==> config.mk <==
export PLATFORM = sky130hd
export DESIGN_NAME = stc_timer
export DESIGN_NICKNAME = d
export VERILOG_FILES = /design/src/design/stc_pkg.sv /design/src/design/stc_timer.sv
export SDC_FILE = /design/constraint.sdc
export NUM_CORES = 1
export LEC_CHECK = 0
export ABC_AREA = 1
export BUFFER_PORTS_ARGS = -buffer_cell sky130_fd_sc_hd__buf_2
export CAP_MARGIN = 25
export CORE_UTILIZATION = 49
export DETAILED_ROUTE_END_ITERATION = 10
export PLACE_DENSITY = 0.7
export SLEW_MARGIN = 15
export SYNTH_ARGS = -nofsm -noshare
export SYNTH_HDL_FRONTEND = slang
export SYNTH_SLANG_ARGS = --single-unit
export TNS_END_PERCENT = 20
==> constraint.sdc <==
create_clock -name core_clk -period 2.6 [get_ports core_clk]
set_input_delay 0.13 -clock core_clk [delete_from_list [all_inputs] [get_ports core_clk]]
set_output_delay 0.13 -clock core_clk [all_outputs]
set_load 0.01 [all_outputs]
==> src/design/stc_pkg.sv <==
// Shared constants for the standard timer control block
package stc_pkg;
   // ==========================================
   // Register byte addresses on APB
   localparam logic [7:0] OFS_CTRL0 = 8'h00;
   localparam logic [7:0] OFS_CTRL1 = 8'h04;
   localparam logic [7:0] OFS_CNT_LO = 8'h08;
   localparam logic [7:0] OFS_CNT_HI = 8'h0C;
   localparam logic [7:0] OFS_CMPA_LO = 8'h10;
   localparam logic [7:0] OFS_CMPA_HI = 8'h14;
   localparam logic [7:0] OFS_CMPP = 8'h18;
   // ==========================================
   // Control zero fields
   localparam int C0_PAUSE = 7;
   localparam int C0_CKSEL_LO = 4;
   localparam int C0_RUN = 3;
   // Control one fields
   localparam int C1_MODE_LO = 6;
   localparam int C1_IO_LO = 4;
   localparam int C1_INIT = 3;
   localparam int C1_POL = 2;
   localparam int C1_SWAP = 1;
   localparam int C1_CLRSRC = 0;
   localparam logic [7:0] REG_RESET = 8'h00;
   // ==========================================
   // Operating modes
   localparam logic [1:0] MODE_CMP = 2'h0;
   localparam logic [1:0] MODE_CAP = 2'h1;
   localparam logic [1:0] MODE_PWM = 2'h2;
   localparam logic [1:0] MODE_TC = 2'h3;
   // Pin function codes
   localparam logic [1:0] IO_0 = 2'h0;
   localparam logic [1:0] IO_1 = 2'h1;
   localparam logic [1:0] IO_2 = 2'h2;
   localparam logic [1:0] IO_3 = 2'h3;
   // Counter clock sources
   localparam logic [2:0] CK_SYS4 = 3'h0;
   localparam logic [2:0] CK_SYS = 3'h1;
   localparam logic [2:0] CK_HI16 = 3'h2;
   localparam logic [2:0] CK_HI64 = 3'h3;
   localparam logic [2:0] CK_SUB_A = 3'h4;
   localparam logic [2:0] CK_SUB_B = 3'h5;
   localparam logic [2:0] CK_EXT_R = 3'h6;
   localparam logic [2:0] CK_EXT_F = 3'h7;
   // Prescaler terminal counts
   localparam logic [5:0] PRE_SYS4 = 6'h03;
   localparam logic [5:0] PRE_HI16 = 6'h0F;
   localparam logic [5:0] PRE_HI64 = 6'h3F;
   // Counter masks for the two variants
   localparam logic [15:0] MASK_16 = 16'hFFFF;
   localparam logic [15:0] MASK_10 = 16'h03FF;
endpackage

==> src/design/stc_timer.sv <==
// Standard timer control, compare and counter core with APB registers
//
// Notes on behaviour
// - Clock select picks count source
// - Run low stops counter, holds value
// - Run rising edge zeroes counter
// - Run rise loads output initial level, except in capture and timer/counter modes
// - Mode field selects operating mode
// - Compare mode: pin action on match
// - PWM mode: forced levels, PWM, pulse
// - Capture mode: edge select or off
// - Equal requested level shows no change
// - Initial level bit meaning per mode
// - Polarity bit inverts output pin
// - Swap bit exchanges period and duty
// - Clear source: A match or P/overflow
// - Overflow clear only when P zero
// - Clear source ignored in other modes
// - Counter readable as low/high byte
// - Compare A is full-width read/write
// - Wide P compares counter upper byte
// - A low byte buffered until high write
// - High read buffers low byte
// - Pause freezes counter while powered
// - Narrow P compares counter bits 9:7
//
// Implementation choices: the register addresses and the APB register port.
`timescale 1ns/10ps
module stc_timer #(
   parameter bit VARIANT_16 = 1'b1 // 1: 16-bit counter, 0: 10-bit
) (
   // Clock and reset
   input wire logic core_clk,
   input wire logic rst_b,
   // APB slave
   input wire logic psel,
   input wire logic penable,
   input wire logic pwrite,
   input wire logic [7:0] paddr,
   input wire logic [31:0] pwdata,
   output logic [31:0] prdata,
   output logic pready,
   output logic pslverr,
   // Prescaler source ticks, same clock domain
   input wire logic high_speed_clock_tick,
   input wire logic sub_clock_tick,
   // Pins
   input wire logic external_count_clock_pin,
   input wire logic capture_input_pin,
   output logic timer_output_pin,
   output logic timer_output_pin_oe,
   // Events to mode and interrupt logic
   output logic match_a_evt,
   output logic match_p_evt,
   output logic counter_clear_evt,
   output logic capture_evt
);
   // ==========================================
   // Registers
   logic [7:0] ctrl0_r; // Pause, clock select, run, narrow P
   logic [7:0] ctrl1_r; // Mode, pin function, level, polarity
   logic [7:0] cmpp_r; // Wide compare P
   logic [15:0] cmpa_r; // Compare A
   logic [7:0] buf_r; // Shared byte holding buffer
   logic [15:0] cnt_r; // Counter
   logic [5:0] pre_r; // Prescaler
   logic run_d_r; // Previous run bit
   logic out_lvl_r; // Output level before polarity
   logic ext_s1_r, ext_s2_r, ext_s3_r; // External clock sync
   logic cap_s1_r, cap_s2_r, cap_s3_r; // Capture pin sync
   logic [31:0] prdata_r;
   logic pready_r;
   logic pslverr_r;
   logic pin_r, pin_oe_r;
   logic a_evt_r, p_evt_r, clr_evt_r, cap_evt_r;

   // ==========================================
   // Field decode
   wire pause = ctrl0_r[stc_pkg::C0_PAUSE];
   wire [2:0] cksel = ctrl0_r[stc_pkg::C0_CKSEL_LO +: 3];
   wire run = ctrl0_r[stc_pkg::C0_RUN];
   wire [1:0] mode = ctrl1_r[stc_pkg::C1_MODE_LO +: 2];
   wire [1:0] iosel = ctrl1_r[stc_pkg::C1_IO_LO +: 2];
   wire init_lvl = ctrl1_r[stc_pkg::C1_INIT];
   wire pol = ctrl1_r[stc_pkg::C1_POL];
   wire swap = ctrl1_r[stc_pkg::C1_SWAP];
   wire clr_src = ctrl1_r[stc_pkg::C1_CLRSRC];
   wire [15:0] cmask = VARIANT_16 ? stc_pkg::MASK_16 : stc_pkg::MASK_10;

   // ==========================================
   // APB decode
   wire setup = psel & ~penable;
   wire acc = psel & penable & pready_r;
   wire wr_acc = acc & pwrite & ~pslverr_r;
   wire rd_acc = acc & ~pwrite & ~pslverr_r;
   wire hit_c0 = paddr == stc_pkg::OFS_CTRL0;
   wire hit_c1 = paddr == stc_pkg::OFS_CTRL1;
   wire hit_dl = paddr == stc_pkg::OFS_CNT_LO;
   wire hit_dh = paddr == stc_pkg::OFS_CNT_HI;
   wire hit_al = paddr == stc_pkg::OFS_CMPA_LO;
   wire hit_ah = paddr == stc_pkg::OFS_CMPA_HI;
   wire hit_rp = (paddr == stc_pkg::OFS_CMPP) & VARIANT_16;
   wire mapped = hit_c0 | hit_c1 | hit_dl | hit_dh | hit_al | hit_ah | hit_rp;
   // Narrow variant keeps P in control zero, wide reads those bits as zero
   wire [7:0] c0_rd = VARIANT_16 ? {ctrl0_r[7:3], 3'h0} : ctrl0_r;
   wire [15:0] cnt_v = cnt_r & cmask;
   wire [15:0] cmpa_v = cmpa_r & cmask;
   // Low byte reads come from the buffer
   wire [7:0] rd_byte = hit_c0 ? c0_rd :
                        hit_c1 ? ctrl1_r :
                        (hit_dl | hit_al) ? buf_r :
                        hit_dh ? cnt_v[15:8] :
                        hit_ah ? cmpa_v[15:8] :
                        hit_rp ? cmpp_r : 8'h00;

   // ==========================================
   // Pin synchronisers and edges
   // Edge taken only after two flops
   wire ext_rise = ext_s2_r & ~ext_s3_r;
   wire ext_fall = ~ext_s2_r & ext_s3_r;
   wire cap_rise = cap_s2_r & ~cap_s3_r;
   wire cap_fall = ~cap_s2_r & cap_s3_r;

   // ==========================================
   // Count tick selection
   // Eight clock source codes
   function automatic logic tick_of(input logic [2:0] sel, input logic [5:0] pre,
                                    input logic hi, input logic sb,
                                    input logic er, input logic ef);
      logic t;
      t = 1'b0;
      unique case (sel)
         stc_pkg::CK_SYS4: t = pre[1:0] == stc_pkg::PRE_SYS4[1:0];
         stc_pkg::CK_SYS: t = 1'b1;
         stc_pkg::CK_HI16: t = hi & (pre[3:0] == stc_pkg::PRE_HI16[3:0]);
         stc_pkg::CK_HI64: t = hi & (pre == stc_pkg::PRE_HI64);
         stc_pkg::CK_SUB_A, stc_pkg::CK_SUB_B: t = sb;
         stc_pkg::CK_EXT_R: t = er;
         stc_pkg::CK_EXT_F: t = ef;
      endcase
      return t;
   endfunction

   wire tick = tick_of(cksel, pre_r, high_speed_clock_tick, sub_clock_tick,
                       ext_rise, ext_fall);
   // Prescaler advances on its own source only
   wire pre_step = (cksel == stc_pkg::CK_SYS4) |
                   (((cksel == stc_pkg::CK_HI16) | (cksel == stc_pkg::CK_HI64)) &
                    high_speed_clock_tick);
   wire run_rise = run & ~run_d_r;
   // Stopped or paused counter never advances
   wire count_en = run & ~run_d_r ? 1'b0 : (run & ~pause & tick);

   // ==========================================
   // Comparators
   wire [15:0] cnt_nxt = 16'(cnt_r + 16'h0001) & cmask;
   // A compared on all counter bits, zero never matches
   wire a_hit = count_en & (cnt_nxt == cmpa_v) & (cmpa_v != 16'h0000);
   // Wide P on bits 15:8, zero means wrap
   wire p_hit16 = (cnt_nxt[15:8] == cmpp_r) & (cnt_nxt[7:0] == 8'h00);
   wire p_hit10 = (cnt_nxt[9:7] == ctrl0_r[2:0]) & (cnt_nxt[6:0] == 7'h00);
   wire p_hit = count_en & (VARIANT_16 ? p_hit16 : p_hit10);
   wire cmp_like = (mode == stc_pkg::MODE_CMP) | (mode == stc_pkg::MODE_TC);
   wire clr_by_a = cmp_like ? clr_src : ((mode == stc_pkg::MODE_PWM) & swap);
   wire clr_hit = clr_by_a ? a_hit : p_hit;
   // P flag suppressed when A clears in compare-like modes
   wire p_flag = p_hit & ~(cmp_like & clr_src);

   // ==========================================
   // Duty for PWM
   // Swap picks which register is duty
   wire [16:0] p_span16 = (cmpp_r == 8'h00) ? 17'h10000 : {1'b0, cmpp_r, 8'h00};
   wire [16:0] p_span10 = (ctrl0_r[2:0] == 3'h0) ? 17'h00400 :
                          {7'h00, ctrl0_r[2:0], 7'h00};
   wire [16:0] p_span = VARIANT_16 ? p_span16 : p_span10;
   wire [16:0] duty = swap ? p_span : {1'b0, cmpa_v};
   wire pwm_act = {1'b0, cnt_v} < duty;

   // ==========================================
   // Output level next value
   logic lvl_nxt;
   always_comb begin
      lvl_nxt = out_lvl_r;
      if (run_rise) begin
         if (mode != stc_pkg::MODE_CAP && mode != stc_pkg::MODE_TC) begin
            lvl_nxt = init_lvl;
         end
      end else if (mode == stc_pkg::MODE_CMP) begin
         // Match action; same level shows no change
         if (a_hit) begin
            unique case (iosel)
               stc_pkg::IO_0: lvl_nxt = out_lvl_r;
               stc_pkg::IO_1: lvl_nxt = 1'b0;
               stc_pkg::IO_2: lvl_nxt = 1'b1;
               stc_pkg::IO_3: lvl_nxt = ~out_lvl_r;
            endcase
         end
      end else if (mode == stc_pkg::MODE_PWM && run) begin
         // Forced inactive, forced active, PWM, single pulse
         unique case (iosel)
            stc_pkg::IO_0: lvl_nxt = ~init_lvl;
            stc_pkg::IO_1: lvl_nxt = init_lvl;
            stc_pkg::IO_2: lvl_nxt = pwm_act ? init_lvl : ~init_lvl;
            stc_pkg::IO_3: lvl_nxt = a_hit ? ~init_lvl : out_lvl_r;
         endcase
      end
   end

   // Capture edge selection, active only while running
   wire cap_edge = (iosel == stc_pkg::IO_0) ? cap_rise :
                   (iosel == stc_pkg::IO_1) ? cap_fall :
                   (iosel == stc_pkg::IO_2) ? (cap_rise | cap_fall) : 1'b0;
   wire cap_hit = run & (mode == stc_pkg::MODE_CAP) & cap_edge;

   // ==========================================
   // Synchronisers; first stage feeds only the second
   always_ff @(posedge core_clk or negedge rst_b) begin
      if (!rst_b) begin
         ext_s1_r <= 1'b0;
         ext_s2_r <= 1'b0;
         ext_s3_r <= 1'b0;
         cap_s1_r <= 1'b0;
         cap_s2_r <= 1'b0;
         cap_s3_r <= 1'b0;
      end else begin
         ext_s1_r <= external_count_clock_pin;
         ext_s2_r <= ext_s1_r;
         ext_s3_r <= ext_s2_r;
         cap_s1_r <= capture_input_pin;
         cap_s2_r <= cap_s1_r;
         cap_s3_r <= cap_s2_r;
      end
   end

   // ==========================================
   // Software registers and byte buffer
   always_ff @(posedge core_clk or negedge rst_b) begin
      if (!rst_b) begin
         ctrl0_r <= stc_pkg::REG_RESET;
         ctrl1_r <= stc_pkg::REG_RESET;
         cmpp_r <= stc_pkg::REG_RESET;
         cmpa_r <= 16'h0000;
         buf_r <= stc_pkg::REG_RESET;
      end else begin
         // Control one holds the mode field
         if (wr_acc & hit_c0) begin
            ctrl0_r <= pwdata[7:0];
         end
         if (wr_acc & hit_c1) begin
            ctrl1_r <= pwdata[7:0];
         end
         if (wr_acc & hit_rp) begin
            cmpp_r <= pwdata[7:0];
         end
         // Low write only buffers; high write commits both
         if (wr_acc & hit_al) begin
            buf_r <= pwdata[7:0];
         end else if (wr_acc & hit_ah) begin
            cmpa_r <= {pwdata[7:0], buf_r} & cmask;
         end else if (setup & ~pwrite & hit_dh) begin
            // Snapshot taken with the high byte, so a running count never tears
            buf_r <= cnt_v[7:0];
         end else if (rd_acc & hit_ah) begin
            buf_r <= cmpa_v[7:0];
         end
      end
   end

   // ==========================================
   // Counter, prescaler and run edge
   always_ff @(posedge core_clk or negedge rst_b) begin
      if (!rst_b) begin
         cnt_r <= 16'h0000;
         pre_r <= 6'h00;
         run_d_r <= 1'b0;
      end else begin
         run_d_r <= run;
         // Prescaler held in reset while off to save power
         pre_r <= !run ? 6'h00 : (pre_step & ~pause ? 6'(pre_r + 6'h01) : pre_r);
         if (run_rise) begin
            cnt_r <= 16'h0000;
         end else if (count_en) begin
            cnt_r <= clr_hit ? 16'h0000 : cnt_nxt;
         end
      end
   end

   // ==========================================
   // Output level, pin and events
   always_ff @(posedge core_clk or negedge rst_b) begin
      if (!rst_b) begin
         out_lvl_r <= 1'b0;
         pin_r <= 1'b0;
         pin_oe_r <= 1'b0;
         a_evt_r <= 1'b0;
         p_evt_r <= 1'b0;
         clr_evt_r <= 1'b0;
         cap_evt_r <= 1'b0;
      end else begin
         out_lvl_r <= lvl_nxt;
         // Polarity applies except in timer/counter mode
         pin_r <= (mode == stc_pkg::MODE_TC) ? 1'b0 : (out_lvl_r ^ pol);
         pin_oe_r <= run & (mode != stc_pkg::MODE_TC) & (mode != stc_pkg::MODE_CAP);
         a_evt_r <= a_hit;
         p_evt_r <= p_flag;
         clr_evt_r <= count_en & clr_hit;
         cap_evt_r <= cap_hit;
      end
   end

   // ==========================================
   // APB answer, one wait-free access phase
   always_ff @(posedge core_clk or negedge rst_b) begin
      if (!rst_b) begin
         prdata_r <= 32'h0000_0000;
         pready_r <= 1'b0;
         pslverr_r <= 1'b0;
      end else begin
         pready_r <= setup;
         pslverr_r <= setup & ~mapped;
         if (setup & ~pwrite) begin
            prdata_r <= {24'h00_0000, rd_byte};
         end
      end
   end

   assign prdata = prdata_r;
   assign pready = pready_r;
   assign pslverr = pslverr_r;
   assign timer_output_pin = pin_r;
   assign timer_output_pin_oe = pin_oe_r;
   assign match_a_evt = a_evt_r;
   assign match_p_evt = p_evt_r;
   assign counter_clear_evt = clr_evt_r;
   assign capture_evt = cap_evt_r;
endmodule

==> summary by stage, run 1 <==
Power
The reported leakage power is 3.575 nW. The power share of the clock group is 43.8%. The completed layout was analyzed and its total power is 2.884 mW.

In this run switching power makes up 25.34% of total power. The share of total power dissipated in sequential elements is 50.5%. The share of total power dissipated in combinational logic is 5.7%.

The maximum vdd ir drop is 0.0003832 V. The net switching power is 0.7307 mW. Internal power comes to 2.153 mW.

For this design the ratio of total power to cell area is 411.4 mW/mm2.

Global route
The global-route met3 utilization is 6.958%. After global routing, the most crowded layer is met2. The met1 usage is 38.08%. The number of antenna violations at the first check in global routing is 0.

The largest net degree at the start of global routing is 52. The number of global-route vias before repair is 5487. Summed over all layers, the global routing overflow is 0. The global routing met2 resource utilization is 42.99%.

The wire length of the first global-routing pass is 27960 um. The total routing usage reported by global routing is 27.78%.

STA
Timing would allow up to 429.7 MHz. The clock arrives with 7.147 ps of skew. Setup repair after global routing left no endpoint under its margin. Setup violations remaining at the end of the flow were counted as 0. The number of pins with negative max-slew slack in the final report is 0. Hold is met by 122.6 ps. The worst path uses 89.50% of the clock period. For the final routed database, the setup TNS stands at 0 ps. For the pin with the worst max-slew slack, the measured transition is 681.1 ps. The minimum period implied by the final worst setup slack is 2327 ps. In this run the tightest slew margin relative to its limit is 54.59%. The final hold violation count is 0. Setup slack on the critical path of the routed design comes to 273.0 ps.

Clocking
The H-tree was split into 3 levels. The tree built by TritonCTS fans out to 91 sinks. The maximum count of clock buffers along a single path is 2. After clock tree synthesis, the clock-pin slew on the worst setup and hold paths is 70 ps. The clock tree from TritonCTS is built. The number of buffers created by CTS is 9.

The clock insertion delay at the later pin of the skew report is 350 ps. The clock root buffer is sky130_fd_sc_hd__clkbuf_16.

Drt
The via total after detailed routing is 5980. The first TritonRoute pass finished after 6 iterations. The final layout contains routed wiring with a total length of 16960 um. Dividing the detail-routed wire length by the instance count gives 14.94 um. The detail route stage leaves a number of antenna-violating nets equal to 0. In the routed layout, each cell is associated on average with a via count of 5.269.

The detailed router finished its first iteration with 400 violations. In the routed design, unresolved DRC markers number 0.

Synth
After synthesis, the netlist uses 47 different library cells. The mapped netlist covers 0.006295 mm2. Of the post-synthesis cell area, the part taken by muxes is 0.1789%. Summing the areas of all compound-gate instances in the mapped netlist gives 13.04% of the synthesized area. The Yosys warning count is 0. The synthesized netlist devotes 0.6957% of its cell area to XOR and XNOR gates. The share of Yosys cell area claimed by the top area cell type is 36.18%. The biggest area contributor in the post-synthesis netlist is sky130_fd_sc_hd__dfrtp_1. Of the total synthesized cell area, the portion taken by AND, OR, NAND and NOR gates is 33.07%. Synthesis handed over a netlist of 904 instances. Sequential cells were found to cover 36.18% of the synthesized design area. The largest family of logic cells by synthesized area is simple AND/OR/NAND/NOR gates. The number of storage elements in the synthesis netlist is 91. The adder and majority cell fraction of the synthesized area is 5.367%. A synthesized cell averages 6.963 um2. By area the synthesized netlist is led by sky130_fd_sc_hd__dfrtp_1, sky130_fd_sc_hd__nand2_1, sky130_fd_sc_hd__inv_1, sky130_fd_sc_hd__o21ai_0, sky130_fd_sc_hd__nand3_1.

Die
In this run the vertical extent of the chip is 115.3 um. The core outline area is 0.01257 mm2. In this run the core area contains 41 standard-cell rows. The I/O pin count is 89. The initial utilization of the core area, before any placement, comes to 50.08%. The total die area is 0.01330 mm2.

The die is 115.3 um wide.

Final layout
Of the cells placed in the final design, the portion with a size suffix greater than 1 is 11.32%. In the final design database the tool counted 1034 nets. The count of cells in the finished layout, fillers not included, comes to 1135.

After routing the design area is 0.007009 mm2. The total inserted antenna cells is 0. The core utilization of the finished layout is 55.77%. The area added between synthesis and finish is 11.35%.

Setup path
The largest driver fanout on the critical path is 16. The endpoint class of the critical path is a flip-flop. The required time at the endpoint of the critical path is 2840 ps. The arrival time reported for the critical path endpoint is 2560 ps. The worst setup path is launched from a flip-flop. The critical path is of the reg2reg type.

Place
The port buffer count is 40. Routability-driven placement finished with a final weighted congestion of 0.9415. The half-perimeter wire length after placement is 13060 um. Prior to clock tree synthesis, the placed netlist has a worst setup slack of 218.7 ps.

The number of cells after detailed placement is 1113. The area of placed instances is 0.006660 mm2.

Run status
The run finished with clean final reports.

Flow run
Max-cap violations in this run came to 0.

Hold path
The path class of the tightest hold or removal check is in2reg.
## worst paths after layout
check                           cells past startpoint                    to  slack, ps                 start
worst max register to register                     15  cnt_r[3]$_DFFE_PN0P_        270  cnt_r[1]$_DFFE_PN0P_
worst max-delay path                               15  cnt_r[3]$_DFFE_PN0P_        270  cnt_r[1]$_DFFE_PN0P_
worst min-delay path                                5     pslverr$_DFF_PN0_        120                  psel
max in group asynchronous                           3    ext_s3_r$_DFF_PN0_       1570                 rst_b
min in group asynchronous                           2  cnt_r[2]$_DFFE_PN0P_        360                 rst_b
worst min register to register                      0    ext_s2_r$_DFF_PN0_        350    ext_s1_r$_DFF_PN0_
## synth_stat cells (all sizes together)
master	n
o21ai	82
o22ai	18
and3	3
nor4	2
or2	1
clkbuf	11
nor2	98
o211ai	4
buf	33
a21o	2
a221oi	1
nand3	74
nor3	9
o221ai	3
xor2	3
a21oi	27
a211oi	1
nand4	13
ha	27
o21a	1
o21bai	4
nand3b	3
mux2	1
dfrtp	91
a31oi	2
nor3b	2
a21boi	1
nand2	267
clkinv	2
and2	1
o2111ai	1
conb	1
xnor2	2
inv	113
## power groups by stage
stage | combinational (mW) | clock, mW | sequential (mW)
after floorplan | 0.0947 | 0 | 1.48
after global placement | 0.159 | 0 | 1.48
after detailed placement | 0.162 | 0 | 1.48
after CTS | 0.168 | 1.30 | 1.45
after global routing | 0.189 | 1.35 | 1.46
final | 0.166 | 1.26 | 1.45
## final cells by class
cell class | count | area, um2
clock buffer | 10 | 229.0
clock inverter | 6 | 48.80
tap | 172 | 215.2
inverter | 115 | 431.7
multi-input combinational | 677 | 3386
timing repair buffer | 64 | 420.4
sequential | 91 | 2278
fill | 1260 | 5559
## registers in the layout, indices dropped and copies added (netlist names), 5 cells and up
name,cells
buf_r,8
cmpa_r,16
cmpp_r,8
cnt_r,16
ctrl0_r,5
ctrl1_r,8
prdata,8
pre_r,6
## routing by layer
metal	share of wire, %	wire length (um)
met5	0	0
met4	2.7	454
met3	7.7	1304
met2	44	7459
met1	46	7736
## critical path, stage by stage, from the launching register on
cell and delay (ps):
sky130_fd_sc_hd__dfrtp_1 420, sky130_fd_sc_hd__ha_1 260, sky130_fd_sc_hd__buf_4 180, sky130_fd_sc_hd__inv_1 50, sky130_fd_sc_hd__nand2_1 60, sky130_fd_sc_hd__nand2_1 130, sky130_fd_sc_hd__nand2_1 70, sky130_fd_sc_hd__nand2_1 50
sky130_fd_sc_hd__nand3_1 90, sky130_fd_sc_hd__nor2_1 130, sky130_fd_sc_hd__nand4_1 150, sky130_fd_sc_hd__nor2_2 190, sky130_fd_sc_hd__nand4_4 110, sky130_fd_sc_hd__buf_12 170, sky130_fd_sc_hd__nand3_1 80, sky130_fd_sc_hd__nand2_1 60
## what timing repair did
item / CTS / global route
endpoints found under the setup margin: 0 / 13
hold buffers: 5 / 0
hold endpoints to repair: 53 / 0
resized for setup: 0 / 1
buffers inserted: 0 / 1
## logic make-up after synthesis
kind of cell / count (synthesis)
DFF: 91
xor gates and xnor gates: 5
other: 1
AOI/OAI and AO/OA: 147
buffers and inverters: 159
and+or+nand+nor: 473
muxes: 1
adders and majority gates: 27
## layout by cell type, fill, tap and decap left out, drive strengths merged, types with 3 or more instances in the layout
cell and count:
buf 59, clkbuf 10, o22ai 18, o211ai 4, clkinv 3, nor3 9
dlygate4sd3 5, conb 24, o221ai 3, nand3 74, nand4 13, ha 27
nand2 267, nand3b 3, o21bai 4, inv 116, and3 3, nor2 98
dfrtp 91, o21ai 82, a21oi 27, xor2 3
Note: power is estimated with default switching activity, not from simulation.
==> inputs of run 2 (changes only) <==
Settings changed: CORE_UTILIZATION 49 to 50, PLACE_DENSITY 0.7 to 0.71.
==> summary by stage, run 2 (synthesized netlist as in run 1, its figures left out) <==
Die
The total die area was 0.01304 mm2 (was 0.01330 mm2). The initial core utilization came to 51.76% (was 50.08%). The die extent in x came to 114.2 um (was 115.3 um). The I/O pin count is 89 (unchanged). The y dimension of the die came to 114.2 um (was 115.3 um). The number of placement rows was 40 (was 41).

The core outline area came to 0.01216 mm2 (was 0.01257 mm2).

Final layout
The most common cell after layout, fill and taps aside was sky130_fd_sc_hd__nand2_1 (unchanged). The post-route cell area is 0.006993 mm2 (was 0.007009 mm2). The total inserted antenna cells came to 0 (unchanged). Most used cells in the layout excluding fill and tap cells: sky130_fd_sc_hd__nand2_1, sky130_fd_sc_hd__inv_1, sky130_fd_sc_hd__dfrtp_1 (unchanged). The number of fill cells is 1214 (was 1260). The share of final-layout standard cells stronger than drive strength 1 is 11.42% (was 11.32%). Registers with the most flip-flops: cmpa_r x16, cnt_r x16 (unchanged). The core utilization of the finished layout is 57.50% (was 55.77%). The layout net count is 1035 (was 1034). The area added between synthesis and finish is 11.09% (was 11.35%).

The number of standard cells in the layout, taps in and fillers out is 1131 (was 1135).

Drt
The post-route antenna net violation count is 0 (unchanged). The detailed-route DRC error count is 0 (unchanged). The via total after detailed routing is 6001 (was 5980). The routed via count divided by cell count is 5.306 (was 5.269). The mean routed wirelength per cell is 15.37 um (was 14.94 um). The first-iteration detailed-routing DRC count was 458 (was 400). The detailed-routing iteration count for the pre-antenna-repair pass is 7 (was 6). The total routed wirelength is 17390 um (was 16960 um).

STA
The peak clock frequency supported by timing is 413.3 MHz (was 429.7 MHz). The sum of negative setup slack is 0 ps (unchanged). The minimum period implied by the final worst setup slack is 2420 ps (was 2327 ps). The worst slew slack as a fraction of its limit is 61.76% (was 54.59%). The worst path setup slack after routing came to 180.2 ps (was 273.0 ps).

The number of pins with negative max-slew slack in the final report is 0 (unchanged). The part of the cycle the worst path needs came to 93.07% (was 89.50%). The measured slew at the worst slew-check pin is 571.0 ps (was 681.1 ps). The final hold violation count is 0 (unchanged). The final worst hold slack came to 107.0 ps (was 122.6 ps).

Setup repair after global routing missed its margin: no (unchanged). The count of final setup violators was 0 (unchanged). The post-route clock skew is 7.542 ps (was 7.147 ps).

Global route
The wire length of the first global-routing pass is 28200 um (was 27960 um). The number of antenna violations at the first check in global routing was 0 (unchanged). The largest net degree at the start of global routing is 40 (was 52).

The total routing usage reported by global routing is 28.48% (was 27.78%). The aggregate global routing overflow is 0 (unchanged). The number of global-route vias before repair is 5486 (was 5487).

Flow run
The max-cap check violation count is 0 (unchanged).

Place
The area of placed instances is 0.006670 mm2 (was 0.006660 mm2). The half-perimeter wire length after placement is 13370 um (was 13060 um). The port buffer count is 40 (unchanged). The placer's final routability congestion estimate is 0.9178 (was 0.9415). The post-placement setup slack is 273.4 ps (was 218.7 ps). The number of cells after detailed placement is 1111 (was 1113).

Clocking
The number of buffers created by CTS came to 9 (unchanged). The maximum count of clock buffers along a single path came to 2 (unchanged). The clock transition at the registers of the reported paths is 70 ps (about the same). The number of H-tree levels was 3 (unchanged).

The clock tree from TritonCTS is built (unchanged). The buffers inserted during post-CTS setup optimization is 0 (unchanged). The clock sink total is 91 (unchanged). The clock root buffer is sky130_fd_sc_hd__clkbuf_16 (unchanged). The clock insertion delay at the later pin of the skew report was 350 ps (about the same).

Power
The total power after layout is 2.865 mW (was 2.884 mW). The power density over cell area was 409.7 mW/mm2 (was 411.4 mW/mm2). The reported leakage power is 3.569 nW (was 3.575 nW).

The maximum vdd ir drop is 0.0002573 V (was 0.0003832 V).

Setup path
The required time at the endpoint of the critical path is 2840 ps (about the same). The arrival time reported for the critical path endpoint came to 2660 ps (was 2560 ps). The largest driver fanout on the critical path is 16 (unchanged). The endpoint class of the critical path is a flip-flop (unchanged).

The type of origin of the critical path is a flip-flop (unchanged). The class of the most critical setup path is reg2reg (unchanged).

Run status
Status: complete, no violations (unchanged).

Hold path
The class of the tightest hold or removal check is in2reg (unchanged).
[run 2: cell types whose count changed in the layout (fill, tap and decap cells not counted)]
cell	previous run	this run
sky130_fd_sc_hd__inv_8	1	0
sky130_fd_sc_hd__clkinv_4	0	2
sky130_fd_sc_hd__buf_12	2	1
sky130_fd_sc_hd__clkinv_1	2	1
sky130_fd_sc_hd__buf_4	18	20
sky130_fd_sc_hd__inv_6	2	1
[run 2: metal layers]
| layer | up-vias | wire, um | global-route usage [%] |
|---|---|---|---|
| met5 | - | 0 | 0 |
| met4 | 0 | 425 | 10.39 |
| met3 | 32 | 1112 | 4.182 |
| met2 | 199 | 7713 | 42.95 |
| met1 | 2767 | 8136 | 41.47 |
| li1 | 3003 | - | - |
[run 2: final timing paths]
path,from,slack [ps],cells after the start,end
max in group asynchronous,rst_b,1650,3,pready$_DFF_PN0_
hold reg to reg,cap_s1_r$_DFF_PN0_,350,0,cap_s2_r$_DFF_PN0_
hold / removal,pwdata[4],110,3,buf_r[4]$_DFFE_PN0P_
setup reg to reg,cnt_r[6]$_DFFE_PN0P_,180,13,cnt_r[1]$_DFFE_PN0P_
min in group asynchronous,rst_b,300,2,cnt_r[10]$_DFFE_PN0P_
setup / recovery,cnt_r[6]$_DFFE_PN0P_,180,13,cnt_r[1]$_DFFE_PN0P_
[run 2: area by class of cell]
cell class / instances / area (um2) / area share, %
Clock inverter: 5 / 38.79 / 0.5547
Clock buffer: 10 / 229.0 / 3.274
Sequential cell: 91 / 2278 / 32.58
Inverter: 115 / 435.4 / 6.227
Timing Repair Buffer: 65 / 415.4 / 5.940
Multi-Input combinational cell: 677 / 3386 / 48.42
Tap cell: 168 / 210.2 / 3.006
[run 2: repair_timing]
action	4_1_cts	5_1_grt
endpoints found under the hold margin	40	0
endpoints found under the setup margin	0	1
hold buffers	5	0
gates resized for setup	0	2
[run 2: power by group]
part,switching [mW],total (mW),internal [mW]
clock,0.592,1.24,0.649
sequential,0.0154,1.45,1.44
combinational,0.115,0.170,0.0546
total,0.723,2.87,2.14
[run 2: critical path, stage by stage, from the launching register on]
cell and delay [ps]:
sky130_fd_sc_hd__dfrtp_1 520, sky130_fd_sc_hd__nand2_1 120, sky130_fd_sc_hd__nor2_1 240, sky130_fd_sc_hd__nand3_1 140, sky130_fd_sc_hd__nand2_1 130, sky130_fd_sc_hd__nand2_2 90, sky130_fd_sc_hd__nand2_1 90, sky130_fd_sc_hd__inv_1 40
sky130_fd_sc_hd__nor2_1 100, sky130_fd_sc_hd__nand2_1 70, sky130_fd_sc_hd__nor2_2 200, sky130_fd_sc_hd__nand4_4 310, sky130_fd_sc_hd__nand3_1 190, sky130_fd_sc_hd__nand2_1 60
==> inputs of run 3 (changes only) <==
Settings changed: CORE_UTILIZATION 50 to 59, PLACE_DENSITY 0.71 to 0.82.
==> summary by stage, run 3 (synthesized netlist as in run 1, its figures left out) <==
Clocking
The clock insertion delay at the later pin of the skew report was 380 ps (was 350 ps). The clock sink total came to 91 (unchanged). The number of H-tree levels is 3 (unchanged). The clock transition at the registers of the reported paths is 110 ps (was 70 ps).

The number of buffers created by CTS is 9 (unchanged). The maximum count of clock buffers along a single path was 2 (unchanged). The clock root buffer is sky130_fd_sc_hd__clkbuf_8 (was sky130_fd_sc_hd__clkbuf_16).

The clock tree from TritonCTS is built (unchanged).

Setup path
The required time at the endpoint of the critical path is 2870 ps (was 2840 ps). The class of the most critical setup path is reg2reg (unchanged). The cell at the slowest stage of the critical path is sky130_fd_sc_hd__dfrtp_1 (unchanged). The buffer and inverter count on the worst path is 2 (was 1). The largest driver fanout on the critical path is 16 (unchanged).

The worst stage delay on the critical path is 390 ps (was 520 ps). Critical-path cell list: buf_4 > inv_2 > nor2_4 > nand2_1 > nand2_1 > nand2_1 > nor2_1 > nand4_1 > nor2_1 > nand3_1 > nor2_2 > nand4_4 > nand3_1 > nand2_1 (was nand2_1 > nor2_1 > nand3_1 > nand2_1 > nand2_2 > nand2_1 > inv_1 > nor2_1 > nand2_1 > nor2_2 > nand4_4 > nand3_1 > nand2_1). The type of origin of the critical path is a flip-flop (unchanged). The logic depth of the worst setup path including buffers is 14 (was 13).

The endpoint class of the critical path was a flip-flop (unchanged). The arrival time reported for the critical path endpoint is 2610 ps (was 2660 ps). The dominant cell type by count on the critical path was sky130_fd_sc_hd__nand2_1 (unchanged).

The largest delay contributor family on the critical path is simple AND/OR/NAND/NOR gates (unchanged). The depth of the most critical reg-to-reg path came to 14 (was 13).

STA
The final hold violation count is 0 (unchanged). The peak clock frequency supported by timing is 426.4 MHz (was 413.3 MHz). The worst slew slack as a fraction of its limit is 63.37% (was 61.76%). The final worst hold slack is 93.00 ps (was 107.0 ps).

The minimum period implied by the final worst setup slack is 2345 ps (was 2420 ps). The number of pins with negative max-slew slack in the final report is 0 (unchanged). The measured slew at the worst slew-check pin is 549.5 ps (was 571.0 ps). The part of the cycle the worst path needs is 90.19% (was 93.07%). The count of final setup violators is 0 (unchanged). The post-route clock skew is 10.81 ps (was 7.542 ps).

Drt
The total routed wirelength is 16410 um (was 17390 um). The detailed-routing iteration count for the pre-antenna-repair pass is 5 (was 7). The mean routed wirelength per cell is 14.98 um (was 15.37 um).

The post-route antenna net violation count is 0 (unchanged). The detailed-route DRC error count was 0 (unchanged). The via total after detailed routing came to 6012 (was 6001).

The first-iteration detailed-routing DRC count was 585 (was 458). The routed via count divided by cell count is 5.490 (was 5.306).

Global route
The number of global-route vias before repair is 5650 (was 5486). The aggregate global routing overflow is 0 (unchanged). The number of antenna violations at the first check in global routing came to 0 (unchanged). The total routing usage reported by global routing is 31.68% (was 28.48%). The wire length of the first global-routing pass is 27480 um (was 28200 um). The largest net degree at the start of global routing is 41 (was 40).

Final layout
The total inserted antenna cells is 0 (unchanged). The core utilization of the finished layout came to 66.36% (was 57.50%). The layout net count is 1030 (was 1035).

The most common cell after layout, fill and taps aside is sky130_fd_sc_hd__nand2_1 (unchanged). The area added between synthesis and finish was 8.825% (was 11.09%). The share of final-layout standard cells stronger than drive strength 1 is 11.26% (was 11.42%).

The number of fill cells is 937 (was 1214). Most used cells in the layout excluding fill and tap cells: sky130_fd_sc_hd__nand2_1, sky130_fd_sc_hd__inv_1, sky130_fd_sc_hd__dfrtp_1 (unchanged). Registers with the most flip-flops: cmpa_r x16, cnt_r x16 (unchanged).

Die
The y dimension of the die is 105.3 um (was 114.2 um). The I/O pin count came to 89 (unchanged). The total die area is 0.01109 mm2 (was 0.01304 mm2).

The core outline area is 0.01032 mm2 (was 0.01216 mm2). The initial core utilization was 60.97% (was 51.76%). The number of placement rows is 37 (was 40). The die extent in x is 105.3 um (was 114.2 um).

Place
The half-perimeter wire length after placement is 12640 um (was 13370 um). The placer's final routability congestion estimate was 1.020 (was 0.9178). The port buffer count was 40 (unchanged).

Power
The maximum vdd ir drop came to 0.0004409 V (was 0.0002573 V). The reported leakage power was 3.517 nW (was 3.569 nW). The power density over cell area is 381.4 mW/mm2 (was 409.7 mW/mm2).

Hold path
The class of the tightest hold or removal check is in2reg (unchanged). The hold path depth is 3 (unchanged).

Flow run
The max-cap check violation count is 0 (unchanged).

Run status
Status: complete, no violations (unchanged).
## run 3: cell types whose count changed in the layout (fill, tap and decap cells not counted), sizes merged
cell | before | now
buf | 60 | 55
clkbuf | 10 | 9
clkinvlp | 2 | 1
inv | 114 | 117
## run 3: layer usage
metal  up-vias  track usage (%)  wire (um)
met5         -                0          0
met1      2742            44.36       7338
met3        49            4.762       1192
li1       2989                -          -
met4         0            14.39        615
met2       232            48.64       7261
## run 3: where the power goes
group / switching [mW] / leakage, nW / total (mW) / internal (mW)
sequential: 0.0160 / 1.21 / 1.45 / 1.44
clock: 0.613 / 0.103 / 0.996 / 0.383
combinational: 0.111 / 2.20 / 0.163 / 0.0523
## run 3: path summary, 6_finish.rpt
| check | start | endpoint | slack (ps) |
|---|---|---|---|
| worst max-delay path | cnt_r[0]$_DFFE_PN0P_ | cnt_r[9]$_DFFE_PN0P_ | 250 |
| worst min-delay path | pwdata[2] | ctrl1_r[2]$_DFFE_PN0P_ | 90 |
| worst max register to register | cnt_r[0]$_DFFE_PN0P_ | cnt_r[9]$_DFFE_PN0P_ | 250 |
| worst min register to register | ext_s1_r$_DFF_PN0_ | ext_s2_r$_DFF_PN0_ | 360 |
| max in group asynchronous | rst_b | ctrl1_r[1]$_DFFE_PN0P_ | 1600 |
| min in group asynchronous | rst_b | cnt_r[2]$_DFFE_PN0P_ | 260 |
## run 3: timing repair
item | in CTS | in global routing
setup buffers | 0 | 1
endpoints found under the hold margin | 41 | 0
hold buffers | 5 | 0
endpoints found under the setup margin | 0 | 17
gates resized for setup | 0 | 3
## run 3: final cells by class
| class | instances | area [um2] | area share [%] |
|---|---|---|---|
| multi-input cells | 677 | 3388 | 49.46 |
| clock inverters | 7 | 76.32 | 1.114 |
| clock buffers | 9 | 123.9 | 1.808 |
| well taps | 136 | 170.2 | 2.484 |
| repair buffers | 60 | 377.9 | 5.516 |
| inverters | 115 | 435.4 | 6.356 |
| flip-flops and latches | 91 | 2278 | 33.26 |
## run 3: per-stage QoR
step	cell area (um2)	power (mW)	setup TNS, ps	cells	setup slack (ps)
after floorplan	6381	1.578	0	927	478.3
after global placement	6565	1.635	0	1072	235.0
after detailed placement	6573	1.638	0	1073	179.9
after CTS	6823	2.617	0	1094	159.6
after global routing	6850	2.702	-13.84	1095	-13.84
final	6850	2.612	0	1095	255.0
## run 3: tightest hold or removal path, delay by kind of cell
kind                   cells  cell delay [ps]
AO/OA/AOI/OAI              1              160
buffers and inverters      2              150
